===== src/design/cpf_pkg.sv =====
// Purpose: Shared constants for the channel power and output format configuration block
// Assumes: APB word registers, byte address = 4 x register index
// Notes:   Register indices are kept as printed; offsets derive from them
package cpf_pkg;
   // Register indices and byte addresses
   localparam logic [7:0]  CPF_IDX_PWR_DOWN   = 8'h02;
   localparam logic [7:0]  CPF_IDX_FEATURE    = 8'h03;
   localparam logic [7:0]  CPF_IDX_SCAN_CTRL  = 8'h10;
   localparam logic [7:0]  CPF_IDX_STATUS     = 8'h11;
   localparam logic [11:0] CPF_ADDR_PWR_DOWN  = {2'h0, CPF_IDX_PWR_DOWN, 2'h0};
   localparam logic [11:0] CPF_ADDR_FEATURE   = {2'h0, CPF_IDX_FEATURE, 2'h0};
   localparam logic [11:0] CPF_ADDR_SCAN_CTRL = {2'h0, CPF_IDX_SCAN_CTRL, 2'h0};
   localparam logic [11:0] CPF_ADDR_STATUS    = {2'h0, CPF_IDX_STATUS, 2'h0};
   // Reset values
   localparam logic [7:0]  CPF_RST_PWR_DOWN   = 8'h00;
   localparam logic [7:0]  CPF_RST_FEATURE    = 8'h00;
   localparam logic [7:0]  CPF_RST_SCAN_EN    = 8'hFF;
   // Feature select fields
   localparam int          CPF_FS_DEV_LSB     = 6;
   localparam int          CPF_FS_ALERT_BIT   = 4;
   localparam logic [7:0]  CPF_FS_WR_MASK     = 8'hD7;
   // Scan control fields
   localparam int          CPF_SC_AUTO_BIT    = 0;
   localparam int          CPF_SC_MAN_LSB     = 4;
   localparam int          CPF_SC_EN_LSB      = 8;
   // Output frame formats
   localparam logic [2:0]  CPF_FMT_PLAIN      = 3'h0;
   localparam logic [2:0]  CPF_FMT_CHAN       = 3'h1;
   localparam logic [2:0]  CPF_FMT_CHAN_DEV   = 3'h2;
   localparam logic [2:0]  CPF_FMT_FULL       = 3'h3;
   // Frame timing in serial clock falling edges
   localparam logic [5:0]  CPF_FIRST_OUT_FALL = 6'd16;
   localparam int          CPF_FRAME_BITS     = 25;
   localparam logic [5:0]  CPF_FALL_MAX       = 6'd63;
endpackage : cpf_pkg


===== src/design/cpf_sync2.sv =====
// Purpose: Two flip-flop synchroniser for pin inputs
// Assumes: Inputs are asynchronous levels
// Notes:   First stage feeds only the second stage
`timescale 1ns/10ps
module cpf_sync2 #(
   parameter int W     = 1,
   parameter logic [W-1:0] RST_VAL = '0
) (
   // Clock and reset
   input  wire logic         pclk,
   input  wire logic         presetn,
   // Data
   input  wire logic [W-1:0] async_in,
   output logic      [W-1:0] sync_out
);
   logic [W-1:0] meta_q;

   always_ff @(posedge pclk or negedge presetn) begin
      if (!presetn) begin
         meta_q   <= RST_VAL;
         sync_out <= RST_VAL;
      end else begin
         meta_q   <= async_in;
         sync_out <= meta_q;
      end
   end
endmodule : cpf_sync2


===== src/design/cpf_fifo.sv =====
// Purpose: Small valid/ready buffer between converter results and the frame shifter
// Assumes: Single clock, DEPTH a power of two
// Notes:   Full drops in_ready, so a stalled frame side back-pressures the source
`timescale 1ns/10ps
module cpf_fifo #(
   parameter int W     = 16,
   parameter int DEPTH = 2
) (
   // Clock and reset
   input  wire logic         pclk,
   input  wire logic         presetn,
   // Fill side
   input  wire logic         in_valid,
   output logic              in_ready,
   input  wire logic [W-1:0] in_data,
   // Drain side
   output logic              out_valid,
   input  wire logic         out_ready,
   output logic      [W-1:0] out_data
);
   localparam int AW = (DEPTH > 1) ? $clog2(DEPTH) : 1;
   logic [W-1:0] mem_q [DEPTH];
   logic [AW-1:0] wr_q;
   logic [AW-1:0] rd_q;
   logic [AW:0]   cnt_q;
   wire push = in_valid & in_ready;
   wire pop  = out_valid & out_ready;

   assign in_ready  = (cnt_q != (AW+1)'(DEPTH));
   assign out_valid = (cnt_q != '0);
   assign out_data  = mem_q[rd_q];

   always_ff @(posedge pclk) begin
      if (push) begin
         mem_q[wr_q] <= in_data;
      end
   end

   always_ff @(posedge pclk or negedge presetn) begin
      if (!presetn) begin
         wr_q  <= '0;
         rd_q  <= '0;
         cnt_q <= '0;
      end else begin
         if (push) wr_q <= wr_q + 1'b1;
         if (pop)  rd_q <= rd_q + 1'b1;
         cnt_q <= cnt_q + (AW+1)'(push) - (AW+1)'(pop);
      end
   end
endmodule : cpf_fifo


===== src/design/cpf_cfg_top.sv =====
// Purpose: Channel power-down and output frame format configuration, APB slave
// Assumes: sclk and cs_n arrive from the serial host, sampled by pclk
// Notes:   sclk must be well below pclk/4 for clean edge detection
//
// What this block does
// - Bit n set powers down channel n
// - Power-down register resets to all zeros
// - All channels off gives invalid output
// - Manual channel off: invalid, may false-alert
// - Powered-down channel leaves the auto scan
// - Bits 7-6 hold chain position, reset 00
// - Bit 4 enables threshold alert, reset 0
// - Bits 5 and 3 read zero
// - Result bits 24-9 from 16th falling edge
// - Format selects channel, device, range tail bits
// - Channel tag is binary channel number
// - Device tag is id; range tag three LSBs
// - Auto scan steps ascending, new channel each
`timescale 1ns/10ps
module cpf_cfg_top
   import cpf_pkg::*;
#(
   parameter int NCH   = 8,
   parameter int DEPTH = 2
) (
   // Clock and reset
   input  wire logic             pclk,
   input  wire logic             presetn,
   // APB slave
   input  wire logic             psel,
   input  wire logic             penable,
   input  wire logic             pwrite,
   input  wire logic [11:0]      paddr,
   input  wire logic [31:0]      pwdata,
   output logic      [31:0]      prdata,
   output logic                  pready,
   output logic                  pslverr,
   // Serial link
   input  wire logic             sclk,
   input  wire logic             cs_n,
   output logic                  sdo,
   output logic                  sdo_oe,
   // Converter side
   input  wire logic             conv_valid,
   output logic                  conv_ready,
   input  wire logic [15:0]      conv_data,
   input  wire logic [4*NCH-1:0] range_codes,
   output logic                  conv_start,
   output logic      [2:0]       conv_chan,
   output logic      [NCH-1:0]   front_end_off,
   output logic                  alert_enable,
   output logic                  data_invalid
);
   import cpf_pkg::*;

   ////////////////////////////////////////////////////////////////////////////////
   // Registers
   logic [7:0]     pwr_down_q;
   logic [7:0]     feature_q;
   logic [15:0]    scan_ctrl_q;
   logic [7:0]     pd_shadow_q;
   logic [7:0]     fs_shadow_q;
   logic [2:0]     chan_q;
   logic           invalid_q;
   logic           frame_q;
   logic [5:0]     fall_cnt_q;
   logic [CPF_FRAME_BITS-1:0] shift_q;
   logic           sdo_q;
   logic           sclk_s;
   logic           cs_n_s;
   logic           sclk_d1_q;
   logic           cs_d1_q;

   wire apb_wr   = psel & penable & pwrite;
   wire hit_pd   = (paddr == CPF_ADDR_PWR_DOWN);
   wire hit_fs   = (paddr == CPF_ADDR_FEATURE);
   wire hit_sc   = (paddr == CPF_ADDR_SCAN_CTRL);
   wire hit_st   = (paddr == CPF_ADDR_STATUS);
   wire hit_any  = hit_pd | hit_fs | hit_sc | hit_st;
   wire wr_pd    = apb_wr & hit_pd;
   wire wr_fs    = apb_wr & hit_fs;
   wire wr_sc    = apb_wr & hit_sc & !hit_st;

   // Zero wait states; unmapped addresses answer with an error
   assign pready  = 1'b1;
   assign pslverr = psel & penable & !hit_any;

   wire [31:0] rd_pd = {24'h0, pwr_down_q};
   wire [31:0] rd_fs = {24'h0, feature_q};
   wire [31:0] rd_sc = {16'h0, scan_ctrl_q};
   wire [31:0] rd_st = {22'h0, invalid_q, frame_q, 5'h0, chan_q};
   assign prdata = hit_pd ? rd_pd :
                   hit_fs ? rd_fs :
                   hit_sc ? rd_sc :
                   hit_st ? rd_st : 32'h0;

   always_ff @(posedge pclk or negedge presetn) begin
      if (!presetn) begin
         pwr_down_q  <= CPF_RST_PWR_DOWN;
         feature_q   <= CPF_RST_FEATURE;
         scan_ctrl_q <= {CPF_RST_SCAN_EN, 8'h00};
      end else begin
         if (wr_pd) pwr_down_q  <= pwdata[7:0];
         if (wr_fs) feature_q   <= pwdata[7:0] & CPF_FS_WR_MASK;
         if (wr_sc) scan_ctrl_q <= pwdata[15:0];
      end
   end

   wire       auto_mode = scan_ctrl_q[CPF_SC_AUTO_BIT];
   wire [2:0] man_chan  = scan_ctrl_q[CPF_SC_MAN_LSB +: 3];
   wire [7:0] scan_en   = scan_ctrl_q[CPF_SC_EN_LSB +: 8];

   assign front_end_off = pwr_down_q[NCH-1:0];
   assign alert_enable  = feature_q[CPF_FS_ALERT_BIT];

   ////////////////////////////////////////////////////////////////////////////////
   // Link sampling
   cpf_sync2 #(.W(2), .RST_VAL(2'b01)) u_sync (
      .pclk     (pclk),
      .presetn  (presetn),
      .async_in ({sclk, cs_n}),
      .sync_out ({sclk_s, cs_n_s})
   );

   always_ff @(posedge pclk or negedge presetn) begin
      if (!presetn) begin
         sclk_d1_q <= 1'b0;
         cs_d1_q   <= 1'b1;
      end else begin
         sclk_d1_q <= sclk_s;
         cs_d1_q   <= cs_n_s;
      end
   end

   wire frame_start = cs_d1_q & !cs_n_s;
   wire frame_end   = !cs_d1_q & cs_n_s;
   wire sclk_fall   = sclk_d1_q & !sclk_s & !cs_n_s;

   ////////////////////////////////////////////////////////////////////////////////
   // Scan sequencer
   logic [7:0] eligible;
   genvar gi;
   generate
      for (gi = 0; gi < 8; gi++) begin : g_elig
         // Off channels drop out even while enabled for scanning
         assign eligible[gi] = scan_en[gi] & !pwr_down_q[gi];
      end
   endgenerate

   function automatic logic [2:0] cpf_next_chan(input logic [2:0] cur,
                                                input logic [7:0] mask);
      logic [2:0] cand;
      logic       found;
      cpf_next_chan = 3'h0;
      found         = 1'b0;
      for (int i = 1; i <= 8; i++) begin
         cand = cur + 3'(i);
         if (!found && mask[cand]) begin
            cpf_next_chan = cand;
            found         = 1'b1;
         end
      end
   endfunction : cpf_next_chan

   // Ascending wrap search; an empty set falls back to channel 0
   wire [2:0] auto_next = cpf_next_chan(chan_q, eligible);
   wire [2:0] sel_chan  = auto_mode ? auto_next : man_chan;
   // All off, or a manual pick that is off, yields invalid data
   wire       sel_off   = (pwr_down_q == 8'hFF) | pwr_down_q[sel_chan];

   ////////////////////////////////////////////////////////////////////////////////
   // Frame control
   logic       fifo_valid;
   logic [15:0] fifo_data;
   wire load     = frame_q & sclk_fall & (fall_cnt_q == CPF_FIRST_OUT_FALL - 6'd1);
   wire shift_en = frame_q & sclk_fall & (fall_cnt_q >= CPF_FIRST_OUT_FALL);

   cpf_fifo #(.W(16), .DEPTH(DEPTH)) u_fifo (
      .pclk      (pclk),
      .presetn   (presetn),
      .in_valid  (conv_valid),
      .in_ready  (conv_ready),
      .in_data   (conv_data),
      .out_valid (fifo_valid),
      .out_ready (load),
      .out_data  (fifo_data)
   );

   always_ff @(posedge pclk or negedge presetn) begin
      if (!presetn) begin
         pd_shadow_q <= CPF_RST_PWR_DOWN;
         fs_shadow_q <= CPF_RST_FEATURE;
         chan_q      <= 3'h7;
         invalid_q   <= 1'b0;
         conv_start  <= 1'b0;
      end else begin
         conv_start <= frame_start;
         if (frame_start) begin
            // Format and device id are frozen per frame; front_end_off and alert_enable follow writes at once
            pd_shadow_q <= pwr_down_q;
            fs_shadow_q <= feature_q;
            chan_q      <= sel_chan;
            invalid_q   <= sel_off;
         end
      end
   end

   assign conv_chan    = chan_q;
   assign data_invalid = invalid_q;

   wire [2:0] fmt     = fs_shadow_q[2:0];
   wire [1:0] dev_id  = fs_shadow_q[CPF_FS_DEV_LSB +: 2];
   wire [3:0] ch_tag  = {1'b0, chan_q};
   wire [2:0] rng_tag = range_codes[4*chan_q +: 3];
   wire [15:0] result = fifo_valid ? fifo_data : 16'h0000;
   // Unused tail bits stay low in every format
   wire [8:0] tail = (fmt == CPF_FMT_CHAN)     ? {ch_tag, 5'h00} :
                     (fmt == CPF_FMT_CHAN_DEV) ? {ch_tag, dev_id, 3'h0} :
                     (fmt == CPF_FMT_FULL)     ? {ch_tag, dev_id, rng_tag} :
                                                 9'h000;

   always_ff @(posedge pclk or negedge presetn) begin
      if (!presetn) begin
         frame_q    <= 1'b0;
         fall_cnt_q <= 6'd0;
         shift_q    <= '0;
         sdo_q      <= 1'b0;
      end else begin
         if (frame_start) begin
            frame_q    <= 1'b1;
            fall_cnt_q <= 6'd0;
         end else if (frame_end) begin
            frame_q    <= 1'b0;
         end else if (sclk_fall && fall_cnt_q != CPF_FALL_MAX) begin
            fall_cnt_q <= fall_cnt_q + 6'd1;
         end
         if (load) begin
            shift_q <= {result[14:0], tail, 1'b0};
            sdo_q   <= result[15];
         end else if (shift_en) begin
            shift_q <= {shift_q[CPF_FRAME_BITS-2:0], 1'b0};
            sdo_q   <= shift_q[CPF_FRAME_BITS-1];
         end else if (!frame_q) begin
            sdo_q   <= 1'b0;
         end
      end
   end

   assign sdo    = sdo_q;
   assign sdo_oe = frame_q;
endmodule : cpf_cfg_top


===== config.mk =====
export PLATFORM = sky130hd
export DESIGN_NAME = cpf_cfg_top
export DESIGN_NICKNAME = d
export VERILOG_FILES = /design/src/design/cpf_pkg.sv /design/src/design/cpf_sync2.sv /design/src/design/cpf_fifo.sv /design/src/design/cpf_cfg_top.sv
export SDC_FILE = /design/constraint.sdc
export NUM_CORES = 1
export LEC_CHECK = 0
export ABC_AREA = 1
export BUFFER_PORTS_ARGS = -buffer_cell sky130_fd_sc_hd__buf_2
export CAP_MARGIN = 10
export CORE_ASPECT_RATIO = 0.9
export CORE_UTILIZATION = 25
export DETAILED_ROUTE_END_ITERATION = 16
export GPL_TIMING_DRIVEN = 0
export SLEW_MARGIN = 10
export SYNTH_ARGS = -nofsm -noshare
export SYNTH_HDL_FRONTEND = slang
export SYNTH_HIERARCHICAL = 1
export SYNTH_SLANG_ARGS = --single-unit

===== constraint.sdc =====
create_clock -name pclk -period 5.7 [get_ports pclk]
set_clock_uncertainty 0.2 [all_clocks]
set_input_delay 0.57 -clock pclk [delete_from_list [all_inputs] [get_ports pclk]]
set_output_delay 0.57 -clock pclk [all_outputs]
set_load 0.1 [all_outputs]

==> impl_metrics.tcl <==
set metrics [dict create \
    r2r_cells 20 \
    cts.sinks 114 \
    synthTopCellsByCount "nand2_1 (186), inv_1 (84), nand3_1 (69)" \
    drive_above_1_share_pct 25.5 \
    drtAntennaViolNets 0 \
    slowest_stage "dfstp_2" \
    first_iter_violations 279 \
    synthTopCellsByArea "dfrtp_1 (28%), edfxtp_1 (16%), nand2_1 (11%)" \
    powerDensity_nw_per_um2 297 \
    grt_max_degree 60 \
    yosysSeqAreaShare_pct 49.5 \
    post-cts-setup-buffer-count 0 \
    coreArea_um2 23700 \
    antenna_cells 0 \
    synth_flop_cell "dfrtp_1" \
    cp-end-kind "flip-flop" \
    syn_inst 721 \
    grtUsageTotal_pct 12.5 \
    cpPeakStageDelay_ps 620 \
    finalPower_w 0.00229 \
    setup_viol 0 \
    hold_slack_ps 67.1 \
    arrival_ps 3950 \
    vias 5287 \
    yosys.cell_types.count 51 \
    crit_chain "inv_2, buf_6, clkbuf_1, ha_1, inv_1, nand3_1, nand3_1, nand2_2, nor2_4, nand4_2, nor2_4, nand2_1, nand3_1, nand3_4, nand2_4, nand2_1, nand3_1, nand3_1, nand3_1, nand2_1" \
    antenna_found_initial 1 \
    clock.fmax_mhz 260 \
    cts_buffer_depth 2 \
    dr.pass1.iters 4 \
    cp-start-kind "flip-flop" \
    initial_core_util_pct 25.8 \
    htree_levels 4 \
    crit_buf_inv 4 \
    async_flop_share_pct 71.9 \
    final_cell_count_no_fill 1180 \
    crit_fanout 10 \
    grt_pass1_wl_um 24300 \
    tightestPinTransition_ps 855 \
    status "finished, final reports clean" \
    routed_wl_um 15600 \
    die_h_um 150 \
    path_delay_family "simple AND/OR/NAND/NOR gates" \
    avgSynthCellArea_um2 8.49 \
    r2r-end "data_invalid$_DFFE_PN0P_" \
    numPortBuffers 109 \
    synth_area_um2 6120 \
    synth_top_area_cell "dfrtp_1" \
    die_x_um 167 \
    final.setup.tns_ps 0 \
    slew_headroom_pct 43.0 \
    hold_path_class "input pin to flip-flop" \
    wl_per_cell_um 13.2 \
    vdd_drop_max_mv 0.184 \
    fin_crit_ps 3840 \
    rr_startpoint "conv_chan[0]$_DFFE_PN1P_" \
    cap_violations 0 \
    hpwl_um 11800 \
    worstSetupPathType "flip-flop to flip-flop" \
    yosysMostFrequentCell "nand2_1" \
    cts_tree "done" \
    grt_pass1_vias 4745 \
    numCtsBuffers 17 \
    via_per_inst 4.48 \
    rows 53 \
    worstSetupEndpoint "data_invalid$_DFFE_PN0P_" \
    dieArea_um2 25100 \
    ctsRootBufferMaster "clkbuf_16" \
    synth_edf_count 32 \
    areaGrowthSynthToFinish_pct 26.1 \
    p_leak_nw 3.68 \
    gr-total-overflow 0 \
    ys_warn_count 6 \
    netlist.area_leader.share_pct 27.8 \
    nets 972 \
    hold_violations 0 \
    cp-startpoint "conv_chan[0]$_DFFE_PN1P_" \
    cpMostUsedCell "nand3_1" \
    rsz0062_at_grt "no" \
    numPlacedInstances 1148 \
    clkSlewWorstSetupHoldPaths_ps 50 \
    ys_ff_latch 114 \
    drv_slew 0 \
    drc 0 \
    cp.depth 20 \
    critPathRequiredTime_ps 5800 \
    fin_crit_sh_pct 67.4 \
    final_util_pct 32.6 \
    pin_count 151 \
    place_congestion 0.843 \
    worstSkewPairLatency_ps 420 \
    rrSetupSlack_ps 1860 \
]
cell usage in the layout (no fill, tap or decap), drive strengths merged, types with 3 or more instances in the layout:
cell type / instances
nor3: 5
bufinv: 3
a22oi: 11
mux2: 8
o21ai: 53
clkinv: 11
buf: 138
dfstp: 14
clkbuf: 27
nor2: 56
o21a: 6
o22ai: 4
o2111ai: 3
nand2: 197
o311ai: 3
xor2: 3
nand4: 7
a21oi: 12
nand3: 77
ha: 6
inv: 89
o221ai: 9
edfxtp: 32
dfrtp: 68
conb: 17
o211ai: 6
flip-flops by register name, indices dropped and copies added (netlist names), 2 cells and up:
name             cells
u_fifo/mem_q        32
shift_q             24
scan_ctrl_q         16
front_end_off        8
fall_cnt_q           6
feature_q            6
fs_shadow_q          5
conv_chan            3
u_fifo/cnt_q         2
u_sync/meta_q        2
u_sync/sync_out      2
metal layers:
layer	GRT usage, %	vias to the layer above	wire length [µm]
li1	-	2651	-
met1	16.3	2463	7250
met2	20.0	153	7220
met3	3.18	20	879
met4	4.44	0	236
met5	0	-	0
power breakdown:
part	internal, W	switching (W)	total [W]
clock network	0.000674	0.000357	0.00103
logic	0.0000751	0.000220	0.000295
registers	0.000930	0.0000328	0.000963
total	0.00168	0.000610	0.00229
metrics by stage:
stage / worst slack, ps / area (µm²)
after floorplan: 1140 / 6180
after global placement: 1960 / 7100
after detailed placement: 1940 / 7130
after CTS: 1910 / 7710
after global routing: 1620 / 7710
final: 1860 / 7710
cells by family (layout without fill, tap and decap cells):
| kind of cell | after synthesis | in the layout | synth area share, % |
|---|---|---|---|
| AND/OR/NAND/NOR | 346 | 346 | 25.6 |
| other | 2 | 17 | 0.123 |
| flip-flops | 114 | 114 | 49.5 |
| XOR/XNOR | 4 | 4 | 0.879 |
| multiplexers | 8 | 8 | 1.47 |
| buffers and inverters | 129 | 271 | 9.79 |
| adder cells (fa/ha/maj) | 6 | 6 | 1.23 |
| AO/OA/AOI/OAI | 112 | 112 | 11.4 |
worst reg2reg max path, stage by stage, from the launching register on:
cell and delay, ps:
dfstp_2 620, inv_2 100, buf_6 160, clkbuf_1 300, ha_1 510, inv_1 240, nand3_1 130, nand3_1 130
nand2_2 80, nor2_4 170, nand4_2 120, nor2_4 160, nand2_1 90, nand3_1 130, nand3_4 120, nand2_4 100
nand2_1 70, nand3_1 80, nand3_1 80, nand3_1 90, nand2_1 50
worst min-delay path by stage:
stage / startpoint / endpoint / slack (ps) / cells after the start
global placement: u_sync/meta_q[1]$_DFF_PN0_ / u_sync/sync_out[1]$_DFF_PN0_ / 140 / 0
detailed placement: u_sync/meta_q[1]$_DFF_PN0_ / u_sync/sync_out[1]$_DFF_PN0_ / 140 / 0
CTS: cs_n / u_sync/meta_q[0]$_DFF_PN1_ / 50 / 1
floorplan: presetn / conv_start$_DFF_PN0_ / 70 / 0
global route: cs_n / u_sync/meta_q[0]$_DFF_PN1_ / 50 / 1
finish: cs_n / u_sync/meta_q[0]$_DFF_PN1_ / 70 / 1
repair_timing:
action                     in CTS  in global routing
setup endpoints to repair       0                  0
hold buffers                    1                  0
gates resized for setup         0                  0
hold endpoints to repair       17                  0
layout make-up:
class / count / area [µm²]
buffer: 37 / 250
timing repair buffer: 111 / 586
tap: 302 / 378
clock buffer: 18 / 429
multi-input combinational: 493 / 2550
clock inverter: 13 / 144
fill: 2463 / 16000
inverter: 92 / 349
sequential: 114 / 3030
Power figures use the tool's default switching activity.
